--- src/include/scaler_ctrl_pkg.sv ---
// Purpose: Shared constants and types for the scaler power, status and task control registers.
// Assumes: Byte-wide subaddressed register access from the serial host interface.
// Notes: Bit positions follow the register layout; reserved bits read as zero.
package scaler_ctrl_pkg;

  // ************************************************************
  // Register subaddresses
  // ************************************************************
  localparam logic [7:0] ADDR_POWER_SAVE = 8'h88; // Power-save control.
  localparam logic [7:0] ADDR_STATUS = 8'h8F; // Read-only scaler status.
  localparam logic [7:0] ADDR_TASK_A = 8'h90; // Task set A handling.
  localparam logic [7:0] ADDR_TASK_B = 8'hC0; // Task set B handling.

  // ************************************************************
  // Power-save field positions
  // ************************************************************
  localparam int PS_SECOND_CH = 7; // Second analog channel enable.
  localparam int PS_FIRST_CH = 6; // First analog channel enable.
  localparam int PS_SOFT_RST = 5; // Scaler soft reset release.
  localparam int PS_MARKER = 4; // Programmed marker.
  localparam int PS_AUDIO_SLEEP = 3; // Audio clock sleep.
  localparam int PS_SCALER_SLEEP = 1; // Scaler sleep.
  localparam int PS_DECODER_SLEEP = 0; // Decoder sleep.
  localparam logic [7:0] PS_WRITE_MASK = 8'hFB; // Bit 2 is reserved.
  localparam logic [7:0] PS_RESET = 8'h00; // Reset value of power-save.

  // ************************************************************
  // Status field positions
  // ************************************************************
  localparam int ST_EXPANSION_TRISTATE_PIN = 7; // Expansion tristate pin level.
  localparam int ST_IMAGE_TRISTATE_PIN = 6; // Image tristate pin level.
  localparam int ST_FIFO_FILL = 5; // FIFO almost filled.
  localparam int ST_FIFO_OVF = 4; // FIFO overflow.
  localparam int ST_ECHO = 3; // Programmed marker echo.
  localparam int ST_FMT_ERR = 2; // Formatter error.
  localparam int ST_IN_FID = 1; // Input field id.
  localparam int ST_OUT_FID = 0; // Output field id.

  // ************************************************************
  // Task handling field positions
  // ************************************************************
  localparam int TK_POLARITY = 7; // Task flag polarity.
  localparam int TK_FID_SEL = 6; // Output field id select.
  localparam int TK_SKIP_HI = 5; // Field skip count, upper bit.
  localparam int TK_SKIP_LO = 3; // Field skip count, lower bit.
  localparam logic [7:0] TK_WRITE_MASK = 8'hF8; // Low bits not held here.
  localparam logic [7:0] TK_RESET = 8'h00; // Reset value of a task set.
  localparam logic [2:0] SKIP_ZERO = 3'h0; // Skip count that starts at once.

  // Live status inputs from the scaler and pins.
  typedef struct packed {
    logic expansion_tristate_pin;
    logic image_tristate_pin;
    logic fifo_almost_filled;
    logic fifo_overflow_flag;
    logic formatter_error;
    logic input_field_id;
  } status_in_t;

  // Power controls sent to the analog and digital blocks.
  typedef struct packed {
    logic first_channel_active;
    logic second_channel_active;
    logic scaler_hold_idle;
    logic decoder_power_down;
    logic scaler_power_down;
    logic scaler_running;
    logic image_port_out_enable;
    logic audio_clock_power_down;
    logic audio_clock_out_enable;
  } power_out_t;

  // Decoded fields of one task register set.
  typedef struct packed {
    logic task_flag_polarity;
    logic output_field_id_select;
    logic [2:0] field_skip_count;
  } task_fields_t;

  // Task sequencer states.
  typedef enum logic [1:0] {
    TS_IDLE = 2'b00,
    TS_SKIP = 2'b01,
    TS_RUN = 2'b10
  } task_state_t;

endpackage

--- src/rtl/task_reg_set.sv ---
// Purpose: One task handling register set holding field select, polarity and skip count.
// Assumes: Writes arrive as single-cycle strobes with byte data.
// Notes: Read data come out of a register; unheld low bits read as zero.
module task_reg_set (
  input wire logic clk_sys,
  input wire logic rst_n,
  input wire logic wr_en,
  input wire logic [7:0] wr_data,
  output logic [7:0] rd_data,
  output scaler_ctrl_pkg::task_fields_t fields
);

  // ************************************************************
  // Storage
  // ************************************************************
  // The stored byte is itself the read register, so readback is registered.
  // Independent storage per set.
  always_ff @(posedge clk_sys or negedge rst_n) begin
    if (!rst_n) begin
      rd_data <= scaler_ctrl_pkg::TK_RESET;
    end else if (wr_en) begin
      rd_data <= wr_data & scaler_ctrl_pkg::TK_WRITE_MASK;
    end
  end

  // Field view for the sequencer.
  assign fields.task_flag_polarity = rd_data[scaler_ctrl_pkg::TK_POLARITY];
  assign fields.output_field_id_select = rd_data[scaler_ctrl_pkg::TK_FID_SEL];
  assign fields.field_skip_count = rd_data[scaler_ctrl_pkg::TK_SKIP_HI:scaler_ctrl_pkg::TK_SKIP_LO];

endmodule

--- src/rtl/scaler_power_status_task_ctrl.sv ---
// Purpose: Power-save control, live scaler status and task handling control registers.
// Assumes: Host access decoded to subaddress, write strobe and read strobe on clk_sys.
// Notes: Status reads are combinational and unlatched; all other reads are registered values.
//
// How it works
// - Programmed marker clears on every reset.
// - Marker copied into echo status bit.
// - Soft reset bit zero holds scaler idle.
// - Channel enables power channels up or down.
// - Decoder sleep; scaler needs expansion sources.
// - Scaler sleep stops scaler and image output.
// - Audio sleep stops audio clock and output.
// - Status shows live tristate pin levels.
// - Status shows FIFO filled and overflow.
// - Formatter error flags rate conflicts.
// - Status shows input and output field ids.
// - Status reads are live, never latched.
// - Field id select picks input or toggle.
// - Polarity sets code bit and task flag.
// - Skip count fields before task runs.
// - Two independent task sets A and B.
module scaler_power_status_task_ctrl (
  input wire logic clk_sys,
  input wire logic rst_n,
  input wire logic [7:0] reg_addr,
  input wire logic reg_wr,
  input wire logic reg_rd,
  input wire logic [7:0] reg_wdata,
  output logic [7:0] reg_rdata,
  input wire scaler_ctrl_pkg::status_in_t status_in,
  input wire logic scaler_source_is_expansion,
  input wire logic image_clock_is_expansion,
  input wire logic field_start,
  input wire logic task_request,
  input wire logic task_use_set_b,
  output scaler_ctrl_pkg::power_out_t power_out,
  output logic output_field_id,
  output logic code_bit_d7,
  output logic task_flag,
  output logic task_active
);

  // ************************************************************
  // Address decode
  // ************************************************************
  // Decode used by both write and read paths.
  function automatic logic hit(input logic [7:0] addr, input logic [7:0] target);
    hit = (addr == target);
  endfunction

  logic [7:0] power_save; // Power-save control register.
  logic [7:0] task_a_rd; // Readback of set A.
  logic [7:0] task_b_rd; // Readback of set B.
  scaler_ctrl_pkg::task_fields_t fields_a; // Fields of set A.
  scaler_ctrl_pkg::task_fields_t fields_b; // Fields of set B.
  scaler_ctrl_pkg::task_fields_t sel; // Fields of the set in use.
  logic [7:0] status_byte; // Live status byte.
  logic next_toggle; // Next value of the activation toggle.
  logic task_toggle; // Toggles on each task activation.
  logic [2:0] skip_left; // Fields still to skip.
  logic using_b; // Set latched at task request.
  scaler_ctrl_pkg::task_state_t state; // Task sequencer state.
  scaler_ctrl_pkg::task_state_t next_state; // Next sequencer state.
  logic scaler_ok; // Scaler path allowed to operate.

  // ************************************************************
  // Power-save register
  // ************************************************************
  // Reset clears every bit, including the programmed marker.
  // Marker cleared at reset.
  always_ff @(posedge clk_sys or negedge rst_n) begin
    if (!rst_n) begin
      power_save <= scaler_ctrl_pkg::PS_RESET;
    end else if (reg_wr && hit(reg_addr, scaler_ctrl_pkg::ADDR_POWER_SAVE)) begin
      power_save <= reg_wdata & scaler_ctrl_pkg::PS_WRITE_MASK;
    end
  end

  // ************************************************************
  // Task register sets
  // ************************************************************
  // Two separate sets.
  task_reg_set u_set_a (
    .clk_sys(clk_sys),
    .rst_n(rst_n),
    .wr_en(reg_wr && hit(reg_addr, scaler_ctrl_pkg::ADDR_TASK_A)),
    .wr_data(reg_wdata),
    .rd_data(task_a_rd),
    .fields(fields_a)
  );

  task_reg_set u_set_b (
    .clk_sys(clk_sys),
    .rst_n(rst_n),
    .wr_en(reg_wr && hit(reg_addr, scaler_ctrl_pkg::ADDR_TASK_B)),
    .wr_data(reg_wdata),
    .rd_data(task_b_rd),
    .fields(fields_b)
  );

  // ************************************************************
  // Power control outputs
  // ************************************************************
  // Scaler may run only when awake, released, and its sources survive decoder sleep.
  always_comb begin
    scaler_ok = !power_save[scaler_ctrl_pkg::PS_DECODER_SLEEP] ||
                (scaler_source_is_expansion && image_clock_is_expansion);
  end

  always_comb begin
    power_out.first_channel_active = power_save[scaler_ctrl_pkg::PS_FIRST_CH];
    power_out.second_channel_active = power_save[scaler_ctrl_pkg::PS_SECOND_CH];
    power_out.scaler_hold_idle = !power_save[scaler_ctrl_pkg::PS_SOFT_RST];
    power_out.decoder_power_down = power_save[scaler_ctrl_pkg::PS_DECODER_SLEEP];
    power_out.scaler_power_down = power_save[scaler_ctrl_pkg::PS_SCALER_SLEEP];
    power_out.scaler_running = !power_save[scaler_ctrl_pkg::PS_SCALER_SLEEP] &&
                               power_save[scaler_ctrl_pkg::PS_SOFT_RST] && scaler_ok;
    power_out.image_port_out_enable = power_out.scaler_running;
    power_out.audio_clock_power_down = power_save[scaler_ctrl_pkg::PS_AUDIO_SLEEP];
    power_out.audio_clock_out_enable = !power_save[scaler_ctrl_pkg::PS_AUDIO_SLEEP];
  end

  // ************************************************************
  // Task sequencer
  // ************************************************************
  // The set in use is the one latched at request time, so a host write to
  // the other set mid-task cannot disturb the running task.
  assign sel = using_b ? fields_b : fields_a;

  // Next-state logic: skip the programmed number of fields, then run.
  always_comb begin
    next_state = state;
    next_toggle = task_toggle;
    case (state)
      scaler_ctrl_pkg::TS_IDLE: begin
        if (task_request) begin
          if ((task_use_set_b ? fields_b.field_skip_count : fields_a.field_skip_count) ==
              scaler_ctrl_pkg::SKIP_ZERO) begin
            next_state = scaler_ctrl_pkg::TS_RUN;
            next_toggle = !task_toggle;
          end else begin
            next_state = scaler_ctrl_pkg::TS_SKIP;
          end
        end
      end
      scaler_ctrl_pkg::TS_SKIP: begin
        if (field_start && skip_left == 3'h1) begin
          next_state = scaler_ctrl_pkg::TS_RUN;
          next_toggle = !task_toggle;
        end
      end
      scaler_ctrl_pkg::TS_RUN: begin
        // The task lasts one field, then the sequencer waits for the next request.
        if (field_start) begin
          next_state = scaler_ctrl_pkg::TS_IDLE;
        end
      end
      default: begin
        next_state = scaler_ctrl_pkg::TS_IDLE;
      end
    endcase
  end

  // State register.
  always_ff @(posedge clk_sys or negedge rst_n) begin
    if (!rst_n) begin
      state <= scaler_ctrl_pkg::TS_IDLE;
    end else begin
      state <= next_state;
    end
  end

  // Toggle bit flips once per activation; task_flag is the inverse of polarity.
  // Toggle on activation.
  always_ff @(posedge clk_sys or negedge rst_n) begin
    if (!rst_n) begin
      task_toggle <= 1'b0;
    end else begin
      task_toggle <= next_toggle;
    end
  end

  // Skip counter and set selection, loaded at request.
  always_ff @(posedge clk_sys or negedge rst_n) begin
    if (!rst_n) begin
      skip_left <= scaler_ctrl_pkg::SKIP_ZERO;
      using_b <= 1'b0;
    end else if (state == scaler_ctrl_pkg::TS_IDLE && task_request) begin
      using_b <= task_use_set_b;
      skip_left <= task_use_set_b ? fields_b.field_skip_count : fields_a.field_skip_count;
    end else if (state == scaler_ctrl_pkg::TS_SKIP && field_start) begin
      skip_left <= skip_left - 3'h1;
    end
  end

  // ************************************************************
  // Field id and code bit outputs
  // ************************************************************
  // Registered so the outputs are clean flip-flop levels.
  always_ff @(posedge clk_sys or negedge rst_n) begin
    if (!rst_n) begin
      output_field_id <= 1'b0;
      code_bit_d7 <= 1'b1;
      task_flag <= 1'b1;
    end else begin
      output_field_id <= sel.output_field_id_select ? task_toggle : status_in.input_field_id;
      code_bit_d7 <= !sel.task_flag_polarity;
      task_flag <= !sel.task_flag_polarity;
    end
  end

  assign task_active = (state == scaler_ctrl_pkg::TS_RUN);

  // ************************************************************
  // Status byte and read mux
  // ************************************************************
  // Status is built from live inputs with no capture stage, so a read sees
  // whatever holds at that instant; the price is that a flag may change mid-read.
  always_comb begin
    status_byte = 8'h00;
    status_byte[scaler_ctrl_pkg::ST_EXPANSION_TRISTATE_PIN] = status_in.expansion_tristate_pin;
    status_byte[scaler_ctrl_pkg::ST_IMAGE_TRISTATE_PIN] = status_in.image_tristate_pin;
    status_byte[scaler_ctrl_pkg::ST_FIFO_FILL] = status_in.fifo_almost_filled;
    status_byte[scaler_ctrl_pkg::ST_FIFO_OVF] = status_in.fifo_overflow_flag;
    status_byte[scaler_ctrl_pkg::ST_ECHO] = power_save[scaler_ctrl_pkg::PS_MARKER];
    status_byte[scaler_ctrl_pkg::ST_FMT_ERR] = status_in.formatter_error;
    status_byte[scaler_ctrl_pkg::ST_IN_FID] = status_in.input_field_id;
    status_byte[scaler_ctrl_pkg::ST_OUT_FID] = output_field_id;
  end

  // Read mux; unmapped subaddresses and idle cycles read as zero.
  always_comb begin
    reg_rdata = 8'h00;
    if (reg_rd) begin
      if (hit(reg_addr, scaler_ctrl_pkg::ADDR_POWER_SAVE)) begin
        reg_rdata = power_save;
      end else if (hit(reg_addr, scaler_ctrl_pkg::ADDR_STATUS)) begin
        reg_rdata = status_byte;
      end else if (hit(reg_addr, scaler_ctrl_pkg::ADDR_TASK_A)) begin
        reg_rdata = task_a_rd;
      end else if (hit(reg_addr, scaler_ctrl_pkg::ADDR_TASK_B)) begin
        reg_rdata = task_b_rd;
      end
    end
  end

endmodule

--- config.mk ---
export PLATFORM = sky130hd
export DESIGN_NAME = scaler_power_status_task_ctrl
export DESIGN_NICKNAME = d
export VERILOG_FILES = /design/src/include/scaler_ctrl_pkg.sv /design/src/rtl/task_reg_set.sv /design/src/rtl/scaler_power_status_task_ctrl.sv
export SDC_FILE = /design/constraint.sdc
export NUM_CORES = 1
export LEC_CHECK = 0
export ABC_AREA = 1
export BUFFER_PORTS_ARGS = -buffer_cell sky130_fd_sc_hd__clkbuf_2
export CAP_MARGIN = 20
export CORE_MARGIN = 3
export CORE_UTILIZATION = 46
export CTS_CLUSTER_DIAMETER = 50
export DETAILED_ROUTE_END_ITERATION = 8
export GPL_ROUTABILITY_DRIVEN = 0
export GPL_TIMING_DRIVEN = 0
export PLACE_DENSITY = 0.76
export SKIP_LAST_GASP = 1
export SLEW_MARGIN = 0
export SYNTH_ARGS = -nofsm -noshare
export SYNTH_HDL_FRONTEND = slang
export SYNTH_SLANG_ARGS = --single-unit
--- constraint.sdc ---
create_clock -name clk_sys -period 1.25 [get_ports clk_sys]
set_clock_uncertainty 0.2 [all_clocks]
set_input_delay 0.0625 -clock clk_sys [delete_from_list [all_inputs] [get_ports clk_sys]]
set_output_delay 0.0625 -clock clk_sys [all_outputs]
set_load 0.05 [all_outputs]
==> results by stage, run 1 <==
Worst setup path:
- The critical-path maximum fanout is 3.
- The critical register-to-register path startpoint is u_set_b.rd_data[5]$_DFFE_PN0P_.
- The largest single stage delay on the critical path is 0.47 ns.
- At the worst endpoint, the arrival time is 1.43 ns.
- For this design, the slowest cell found on the critical path is sky130_fd_sc_hd__dfrtp_1.
- The critical path required time is 0.99 ns.
- The register-to-register path setup slack is -0.24 ns.
- Traced cell by cell, the critical path runs through inv_2 > a211oi_4 > buf_6 > clkbuf_16.
- The critical path's top delay family is flip-flops.
- The worst setup path is captured at an output port.
- The number of cells on the worst reg-to-reg path is 9.
- Together, buffers and inverters on the worst path number 3.
- The critical register-to-register path endpoint is task_toggle$_DFFE_PN0P_.
- The start-to-end type of the worst setup path is register to output port.
- The launching element type of the critical path is a register.

Final layout:
- The total of fill cells in the finished design is 112.
- The number of antenna diodes in the final layout is 0.
- In the final layout, the share of cells above drive strength 1 is 0.557.
- Leaving out fill and tap cells, the most frequent cell in the layout is sky130_fd_sc_hd__nand2_1.
- The post-route non-filler standard cell count is 360.
- Compared with the post-synthesis result, the final layout area differs by 79.3%.
- In the layout the commonest cells are 42 x sky130_fd_sc_hd__nand2_1, 29 x sky130_fd_sc_hd__clkbuf_2, 26 x sky130_fd_sc_hd__inv_1.
- The net total in the final layout is 350.

Power and ir drop:
- Of the total power, the share spent switching nets is 0.406.
- The relative contribution of combinational cells to total power is 0.493.
- The power dissipated by switching net loads is 1430 uW.
- The maximum vdd drop is 0.844 mV.
- The internal portion of the total power is 2090 uW.
- The sequential share of power is 0.336.
- Of the total power, the clock network draws 0.172.
- The analysis attributes to cell leakage a power of 0.00145 uW.
- The areal power density over the cells is 1210 nW/um^2.

Worst hold path:
- Along the worst hold path, the cell count comes to 4.
- The worst hold path begins at reg_addr[3].
- In this run the worst hold path is classified as input port to register.
- For hold timing, the worst endpoint is u_set_b.rd_data[6]$_DFFE_PN0P_.

CTS:
- The clock reaches the later pin of the worst-skew pair after 0.35 ns.
- The maximum count of clock buffers along a single path is 2.
- TritonCTS built the clock tree.
- Counting the buffers created by CTS gives 3.
- The maximum level of the CTS H-tree is 1.
- Counting every sink on the clock net gives 26.
- The number of buffers added to fix hold violations after cts is 13.
- The clock-pin slew on the worst setup and hold paths is 0.17 ns.
- The clock root buffer master is sky130_fd_sc_hd__clkbuf_4.

Floorplanning:
- The I/O pin count is 52.
- From left edge to right edge, the die measures 65.4 um.
- The initial standard-cell utilization of the core is 0.506.
- The core region is 3200 sq um.
- The height of the chip is 65.4 um.
- The die area is 4270 sq um.
- The initialized floorplan defines 20 standard-cell rows.

Routing:
- Dividing the detail-routed via count by the number of cells gives 5.73.
- Detailed routing placed a total of 3440 um of wire on met2.
- The met1 routed wirelength after detailed routing is 2600 um.
- The detail route stage leaves a number of antenna-violating nets equal to 0.
- After detailed routing, the average wire length per cell comes to 19.7 um.
- The total via count after detailed routing is 2,061.
- The sum of routed wire length over all layers is 7080 um.
- The number of DRC markers after the initial detailed-route iteration is 222.
- After detailed routing, no signal wire sits above met4.
- The first detailed-routing pass ran for 5 iterations.
- The post-detailed-route DRC marker count is 0.
- The met3 wirelength from detailed routing is 643 um.

Placed design:
- During placement, the flow inserted port buffers numbering 50.
- The estimated wirelength of the detail-placed design is 2770 um.
- After detailed placement, the design holds a cell count of 315.

GRT:
- For this run, the total global-route usage over all layers was measured as 0.248.
- The wire length of the first global-routing pass is 8250 um.
- The number of antenna violations at the first check in global routing came to 0.
- Entering global routing, the biggest net connects 27 pins.
- The number of global-route vias before repair came to 1,854.
- After global routing the overflow that remains totals 0.

Yosys:
- After synthesis the cells add up to 1620 sq um.
- The per-instance average area after synthesis is 7.33 sq um.
- In this run, distinct cell masters in the synthesized netlist total 26.
- Among all flip-flop cells after synthesis, the most frequent one is sky130_fd_sc_hd__dfrtp_1.
- The net count after synthesis is 254.
- Yosys mapped a number of flops with a built-in enable equal to 0.
- For this run, the number of Yosys warnings is 0.
- The cell count after synthesis is 221.
- The async set-or-reset flop fraction in the synthesized netlist is 1.00.
- The part of the Yosys area used for sequential elements is 0.402.
- Counting flops and latches in the post-synthesis netlist gives 26.

STA:
- In this run the tightest slew margin relative to its limit is 0.550.
- The setup-violating endpoint count in the final report is 35.
- Setup repair after global routing could not meet its margin everywhere.
- The final count of pins violating max slew was 0.
- The count of final hold-check violations came to 3.
- After layout, the worst setup slack is -0.447 ns.
- Hold timing on the final database bottoms out at a slack of -0.0571 ns.
- The maximum achievable frequency is 0.589 GHz.
- Counting I/O delays and the setup requirement, the final critical path takes 1.70 ns.
- The sum of negative setup slack is -6.57 ns.
- Of the available clock period, the critical path in the final layout requires 1.36.
- At the pin with the least slew margin, the transition time is 0.674 ns.

Run status:
- The run finished, with violations left.
- The final reports fail on hold timing, setup timing.

Job:
- Max-cap violations in this run came to 0.
-- Yosys cell counts (2+ instances only) --
library cell / number / area share
sky130_fd_sc_hd__nand3_2: 2 / 0.012
sky130_fd_sc_hd__ha_1: 2 / 0.015
sky130_fd_sc_hd__nor2_1: 16 / 0.037
sky130_fd_sc_hd__o21ai_0: 21 / 0.065
sky130_fd_sc_hd__nand2_2: 2 / 0.0077
sky130_fd_sc_hd__nand3_1: 18 / 0.056
sky130_fd_sc_hd__o221ai_1: 2 / 0.011
sky130_fd_sc_hd__nor2_4: 3 / 0.021
sky130_fd_sc_hd__nor2_2: 2 / 0.0077
sky130_fd_sc_hd__buf_4: 8 / 0.037
sky130_fd_sc_hd__inv_1: 37 / 0.086
sky130_fd_sc_hd__nand2_1: 62 / 0.14
sky130_fd_sc_hd__nand2_4: 2 / 0.014
sky130_fd_sc_hd__dfrtp_1: 25 / 0.39
sky130_fd_sc_hd__o21ai_2: 5 / 0.027
sky130_fd_sc_hd__a21oi_1: 4 / 0.012
-- worst max path at each step --
stage / cells past startpoint / end / from
3_3_place_gp: 9 / reg_rdata[6] / reg_addr[6]
2_1_floorplan: 3 / power_out[3] / power_save[5]$_DFFE_PN0P_
6_report: 4 / power_out[3] / power_save[5]$_DFFE_PN0P_
3_5_place_dp: 9 / reg_rdata[1] / reg_addr[5]
4_1_cts: 6 / reg_rdata[7] / power_save[7]$_DFFE_PN0P_
5_1_grt: 6 / reg_rdata[7] / power_save[7]$_DFFE_PN0P_
-- through the flow --
step / setup WS, ns / hold WS (ns) / utilization / power [uW] / instance area, sq um
after detailed placement: -0.321 / -0.0845 / 0.630 / 1990 / 2020
final: -0.447 / -0.0571 / 0.907 / 3520 / 2910
after floorplan: -0.403 / -0.433 / - / 1770 / 1710
after global routing: -0.474 / -0.0343 / 0.907 / 3650 / 2910
after CTS: -0.328 / -0.00988 / 0.821 / 2980 / 2630
after global placement: -0.311 / -0.0851 / 0.630 / 1970 / 2020
-- what timing repair did --
item | in CTS | in global routing
pin swaps | 18 | 22
setup endpoints to repair | 27 | 31
gates resized for setup | 76 | 74
hold endpoints to repair | 51 | 5
buffers inserted | 20 | 14
-- power groups by stage --
stage / Combinational (uW) / Clock [uW] / Sequential [uW]
floorplan: 653 / 0 / 1110
global placement: 854 / 0 / 1120
detailed placement: 867 / 0 / 1120
CTS: 1260 / 582 / 1130
global route: 1830 / 634 / 1190
finish: 1730 / 604 / 1180
-- sequential cells by signal (all words and copies together) (netlist names) --
| signal | count |
|---|---|
| power_save | 7 |
| u_set_a.rd_data | 5 |
| u_set_b.rd_data | 5 |
| skip_left | 3 |
| state | 2 |
| output_field_id | 1 |
| task_flag | 1 |
| task_toggle | 1 |
| using_b | 1 |
-- worst min-delay path, cell delays in order --
cell and delay, ns:
sky130_fd_sc_hd__clkbuf_2 0.13, sky130_fd_sc_hd__nor2_2 0.08, sky130_fd_sc_hd__nand3_4 0.11, sky130_fd_sc_hd__o21ai_0 0.09
-- final cells by class --
class	instances	area, sq um	share of cell area
repair buffers	94	915	0.315
clock buffers	3	22.5	0.00775
clock inverters	1	30.0	0.0103
well taps	44	55.1	0.0189
plain buffers	6	56.3	0.0194
inverters	38	149	0.0512
multi-input cells	148	1020	0.351
flip-flops and latches	26	658	0.227
-- layer usage --
layer,GRT usage,up-vias
met4,0.0570,0
met5,0,-
met1,0.291,970
met3,0.0427,49
li1,-,878
met2,0.465,164
-- kinds of logic (layout without fill, tap and decap cells) --
| group | after synthesis | after routing | synth area share |
|---|---|---|---|
| AND/OR/NAND/NOR | 109 | 109 | 0.307 |
| buffers and inverters | 47 | 142 | 0.134 |
| AO/OA/AOI/OAI | 34 | 34 | 0.123 |
| flip-flops | 26 | 26 | 0.402 |
| adder cells (fa/ha/maj) | 2 | 2 | 0.0154 |
| multiplexers | 2 | 2 | 0.0131 |
| XOR/XNOR | 1 | 1 | 0.00541 |
(Power assumes the default switching activity.)
==> inputs of run 2 (changes only) <==
Settings changed: ABC_AREA 1 to default, CORE_UTILIZATION 46 to 45.
==> run 2 against run 1 <==
Sequential power is essentially flat. Power shrank 2.2%. Critical path type unchanged. Worst setup slack lost 0.18 ns. Critical path depth is the same. The flow still finishes with violations (hold timing, setup timing). Count of clock-buffer cells in the layout is the same. Sequential share of layout area shrank 0.11 points. Routed wire length grew 9.4%. Synthesized cell count shrank 36%. Via count shrank 11%. Register-to-register slack lost 0.14 ns. Core utilization grew 1.7 points.
==> results by stage, run 2 <==
STA:
- The count of final hold-check violations is 6 (+3).
- The worst max-slew margin expressed relative to the limit is 0.550 (about the same).
- The setup-violating endpoint count in the final report is 46 (+31%).
- The final worst-path cycle share came to 1.50 (+0.143).
- The minimum setup slack in the final design is -0.625 ns (-0.178 ns).
- The maximum achievable frequency is 0.533 GHz (-9.5%).
- The final count of pins violating max slew is 0 (unchanged).
- Setup repair after global routing could not meet its margin everywhere.
- The shortest period the worst path allows was 1.88 ns (+0.178 ns).
- The post-route worst hold slack is -0.0199 ns (+0.0372 ns).
- The sum of negative setup slack is -11.12 ns (-4.56 ns).
- The slew at the pin closest to its max-slew limit was 0.675 ns (+0.000322 ns).

Worst setup path:
- Traced cell by cell, the critical path runs through and4b_1 > a311oi_2 > nor3_4 > clkbuf_8.
- The cell with the largest stage delay on the worst path is sky130_fd_sc_hd__dfrtp_1.
- The critical path's top delay family is flip-flops.
- The critical-path maximum fanout is 2 (-1).
- The worst stage delay on the critical path was 0.44 ns (-0.03 ns).
- The start-to-end type of the worst setup path is register to output port.
- STA classifies the critical path endpoint as an output port.
- The worst setup path is launched from a register.
- The worst path arrival time is 1.61 ns (+0.18 ns).
- The number of buffers and inverters on the critical path came to 1 (-2).
- The critical path required time came to 0.99 ns (about the same).

Yosys:
- The number of synthesized flops with an enable pin is 0 (unchanged).
- The cell count after synthesis was 142 (-36%).
- The part of the Yosys area used for sequential elements is 0.425 (+0.0223).
- sky130_fd_sc_hd__dfrtp_1 is the most common cell in the netlist.
- The area share of the leading cell type in the synthesized netlist came to 0.407 (+0.0214).
- The flip-flop and latch count after synthesis was 26 (unchanged).
- The post-synthesis instance area came to 1540 sq um (-5.3%).
- The most area-hungry cell type in the Yosys netlist is sky130_fd_sc_hd__dfrtp_1.
- The commonest cells after synthesis are 25 x sky130_fd_sc_hd__dfrtp_1, 20 x sky130_fd_sc_hd__mux2_2, 9 x sky130_fd_sc_hd__inv_1.
- Yosys attributes the largest share of cell area to sky130_fd_sc_hd__dfrtp_1 41%, sky130_fd_sc_hd__mux2_2 15%, sky130_fd_sc_hd__buf_4 3.4%.
- For this run, the leading register cell type out of synthesis is sky130_fd_sc_hd__dfrtp_1.
- The async set-or-reset flop fraction in the synthesized netlist is 1.00 (unchanged).
- The number of different library cells in the post-synthesis netlist is 44 (+69%).
- The warning count from the yosys run is 0 (unchanged).
- The net count after synthesis is 175 (-31%).
- The per-instance average area after synthesis came to 10.8 sq um (+47%).

Floorplanning:
- The height of the chip was 64.4 um (-1.4%).
- The initial standard-cell utilization of the core is 0.487 (-0.0190).
- The standard-cell row count is 20 (unchanged).
- The die area came to 4150 sq um (-2.9%).
- The die span in x is 64.4 um (-1.4%).
- The core area came to 3150 sq um (-1.6%).
- The I/O pin count is 52 (unchanged).

CTS:
- The clock sink count is 26 (unchanged).
- The number of buffers added to fix hold violations after cts is 11 (-2).
- TritonCTS built the clock tree.
- The clock network latency to the later pin of the worst-skew pair is 0.37 ns (+0.02 ns).
- The clock-pin slew on the worst setup and hold paths was 0.17 ns (about the same).
- The maximum level of the CTS H-tree is 1 (unchanged).
- Clock tree synthesis selected as its root buffer the cell sky130_fd_sc_hd__clkbuf_4.
- The number of clock buffers inserted by TritonCTS is 3 (unchanged).
- The maximum count of clock buffers along a single path was 2 (unchanged).

Routing:
- The post-detailed-route DRC marker count is 0 (unchanged).
- The total via count after detailed routing is 1,837 (-11%).
- The sum of routed wire length over all layers is 7750 um (+9.4%).
- The detailed-router iteration count before antenna repair is 5 (unchanged).
- The antenna violation net count after detailed routing is 0 (unchanged).
- The average routed wire per standard cell is 27.6 um (+40%).
- The via count normalized by instance count is 6.54 (+14%).
- The number of DRC markers after the initial detailed-route iteration is 212 (-4.5%).

Final layout:
- The area of all placed cells without fillers was 2910 sq um (+0.30%).
- The leading cell type in the layout, fill and taps excluded is sky130_fd_sc_hd__clkbuf_2.
- The share of cells above drive strength 1 is 0.684 (+0.127).
- The flip-flop count of the largest register, all copies and words added was 7 (unchanged).
- The post-layout utilization of the core is 0.924 (+0.0172).
- Leaving out fill and tap cells, the most frequent cells in the layout are 25 x sky130_fd_sc_hd__clkbuf_2, 22 x sky130_fd_sc_hd__buf_4, 21 x sky130_fd_sc_hd__dfrtp_1.
- Compared with the post-synthesis result, the final layout area differs by 89.8%.
- Ranked by flip-flop count, first place goes to power_save.
- The number of diodes added for antenna fixing is 0 (unchanged).
- The net total in the final layout was 271 (-23%).
- The sequential standard cell area was 657 sq um (-0.19%).
- The largest registers in the layout are power_save x7, u_set_a.rd_data x5, u_set_b.rd_data x5.
- The post-route non-filler standard cell count is 281 (-22%).
- The total of fill cells in the finished design was 85 (-24%).
- The area of the multi-input gates is 1090 sq um (+6.6%).

Placed design:
- The number of cells in the design after placement came to 235 (-25%).
- The number of buffer cells added on primary ports is 49 (-2.0%).
- The post-place instance area is 1990 sq um (-1.2%).
- The estimated wirelength of the detail-placed design was 3100 um (+12%).

Power and ir drop:
- The maximum vdd drop is 1.02 mV (+21%).
- The static power due to leakage was 0.00135 uW (-7.2%).
- The areal power density over the cells is 1180 nW/um^2 (-2.5%).

GRT:
- The wire length of the first global-routing pass is 10,100 um (+22%).
- The remaining global-route overflow is 0 (unchanged).
- The largest net degree at the start of global routing came to 27 (unchanged).
- The number of antenna violations at the first check in global routing is 0 (unchanged).
- The number of global-route vias before repair came to 1,840 (-0.76%).
- The total global-route track usage is 0.327 (+0.0793).

Run status:
- The final reports fail on hold timing, setup timing.
- The run finished, with violations left.

Job:
- The reported max-cap violation count is 0 (unchanged).

Worst hold path:
- The class of the worst hold path is input port to register.
-- run 2: cell count changes in the layout (fill, tap and decap cells not counted), sizes merged, moves of 4 or more --
cell / change
nand2: -61
inv: -28
mux2: +19
o21ai: -19
nor2: -18
nand3: -15
clkbuf: +6
a22oi: +5
nor2b: +4
-- run 2: kinds of logic after synthesis --
kind of cell               synth area share
buffers and inverters                0.0636
xor gates and xnor gates            0.00571
and+or+nand+nor                       0.170
AOI/OAI and AO/OA                     0.147
adders and majority gates            0.0163
DFF                                   0.425
muxes                                 0.173
-- run 2: power by group --
| part | switching [uW] | leakage, uW | internal [uW] |
|---|---|---|---|
| combinational | 841 | 0.000979 | 800 |
| sequential | 183 | 0.000339 | 985 |
| clock | 307 | 0.0000279 | 325 |
-- run 2: final cells by class --
cell class	instances	area share
sequential	26	0.225
inverter	9	0.0116
multi-input combinational	97	0.373
clock buffer	3	0.00773
clock inverter	1	0.0103
tap	44	0.0189
buffer	7	0.0240
timing repair buffer	94	0.329
-- run 2: path summary, 6_finish.rpt --
path | start | end | slack (ns) | cells after the start
setup / recovery | u_set_a.rd_data[3]$_DFFE_PN0P_ | reg_rdata[3] | -0.63 | 4
hold / removal | reg_wr | u_set_a.rd_data[7]$_DFFE_PN0P_ | -0.02 | 3
setup reg to reg | u_set_b.rd_data[4]$_DFFE_PN0P_ | task_toggle$_DFFE_PN0P_ | -0.38 | 5
hold reg to reg | u_set_a.rd_data[7]$_DFFE_PN0P_ | task_flag$_DFF_PN1_ | 0.34 | 1
max in group asynchronous | rst_n | power_save[0]$_DFFE_PN0P_ | 0.30 | 2
min in group asynchronous | rst_n | state[1]$_DFFE_PN0P_ | 0.08 | 2
-- run 2: repair_timing --
action                                  CTS  global route
setup buffers                            25            14
pin swaps                                16            14
endpoints found under the setup margin   39            46
hold endpoints to repair                 47             9
gates resized for setup                  92            29
cloned                                    0             0
-- run 2: tightest hold or removal path, stage by stage --
cell and delay [ns]:
sky130_fd_sc_hd__clkbuf_2 0.16, sky130_fd_sc_hd__nand3_4 0.14, sky130_fd_sc_hd__mux2_2 0.16
-- run 2: routing by layer --
layer  wire (um)  GRT usage
met1        2810      0.377
met2        3590      0.566
met3         637     0.0659
met4         706      0.182
met5           0          0
-- run 2: per-stage QoR --
step	setup slack, ns	power, uW
2_1_floorplan	-0.396	1740
3_3_place_gp	-0.744	1930
3_5_place_dp	-0.774	1980
4_1_cts	-0.457	2950
5_1_grt	-0.626	3530
6_report	-0.625	3440
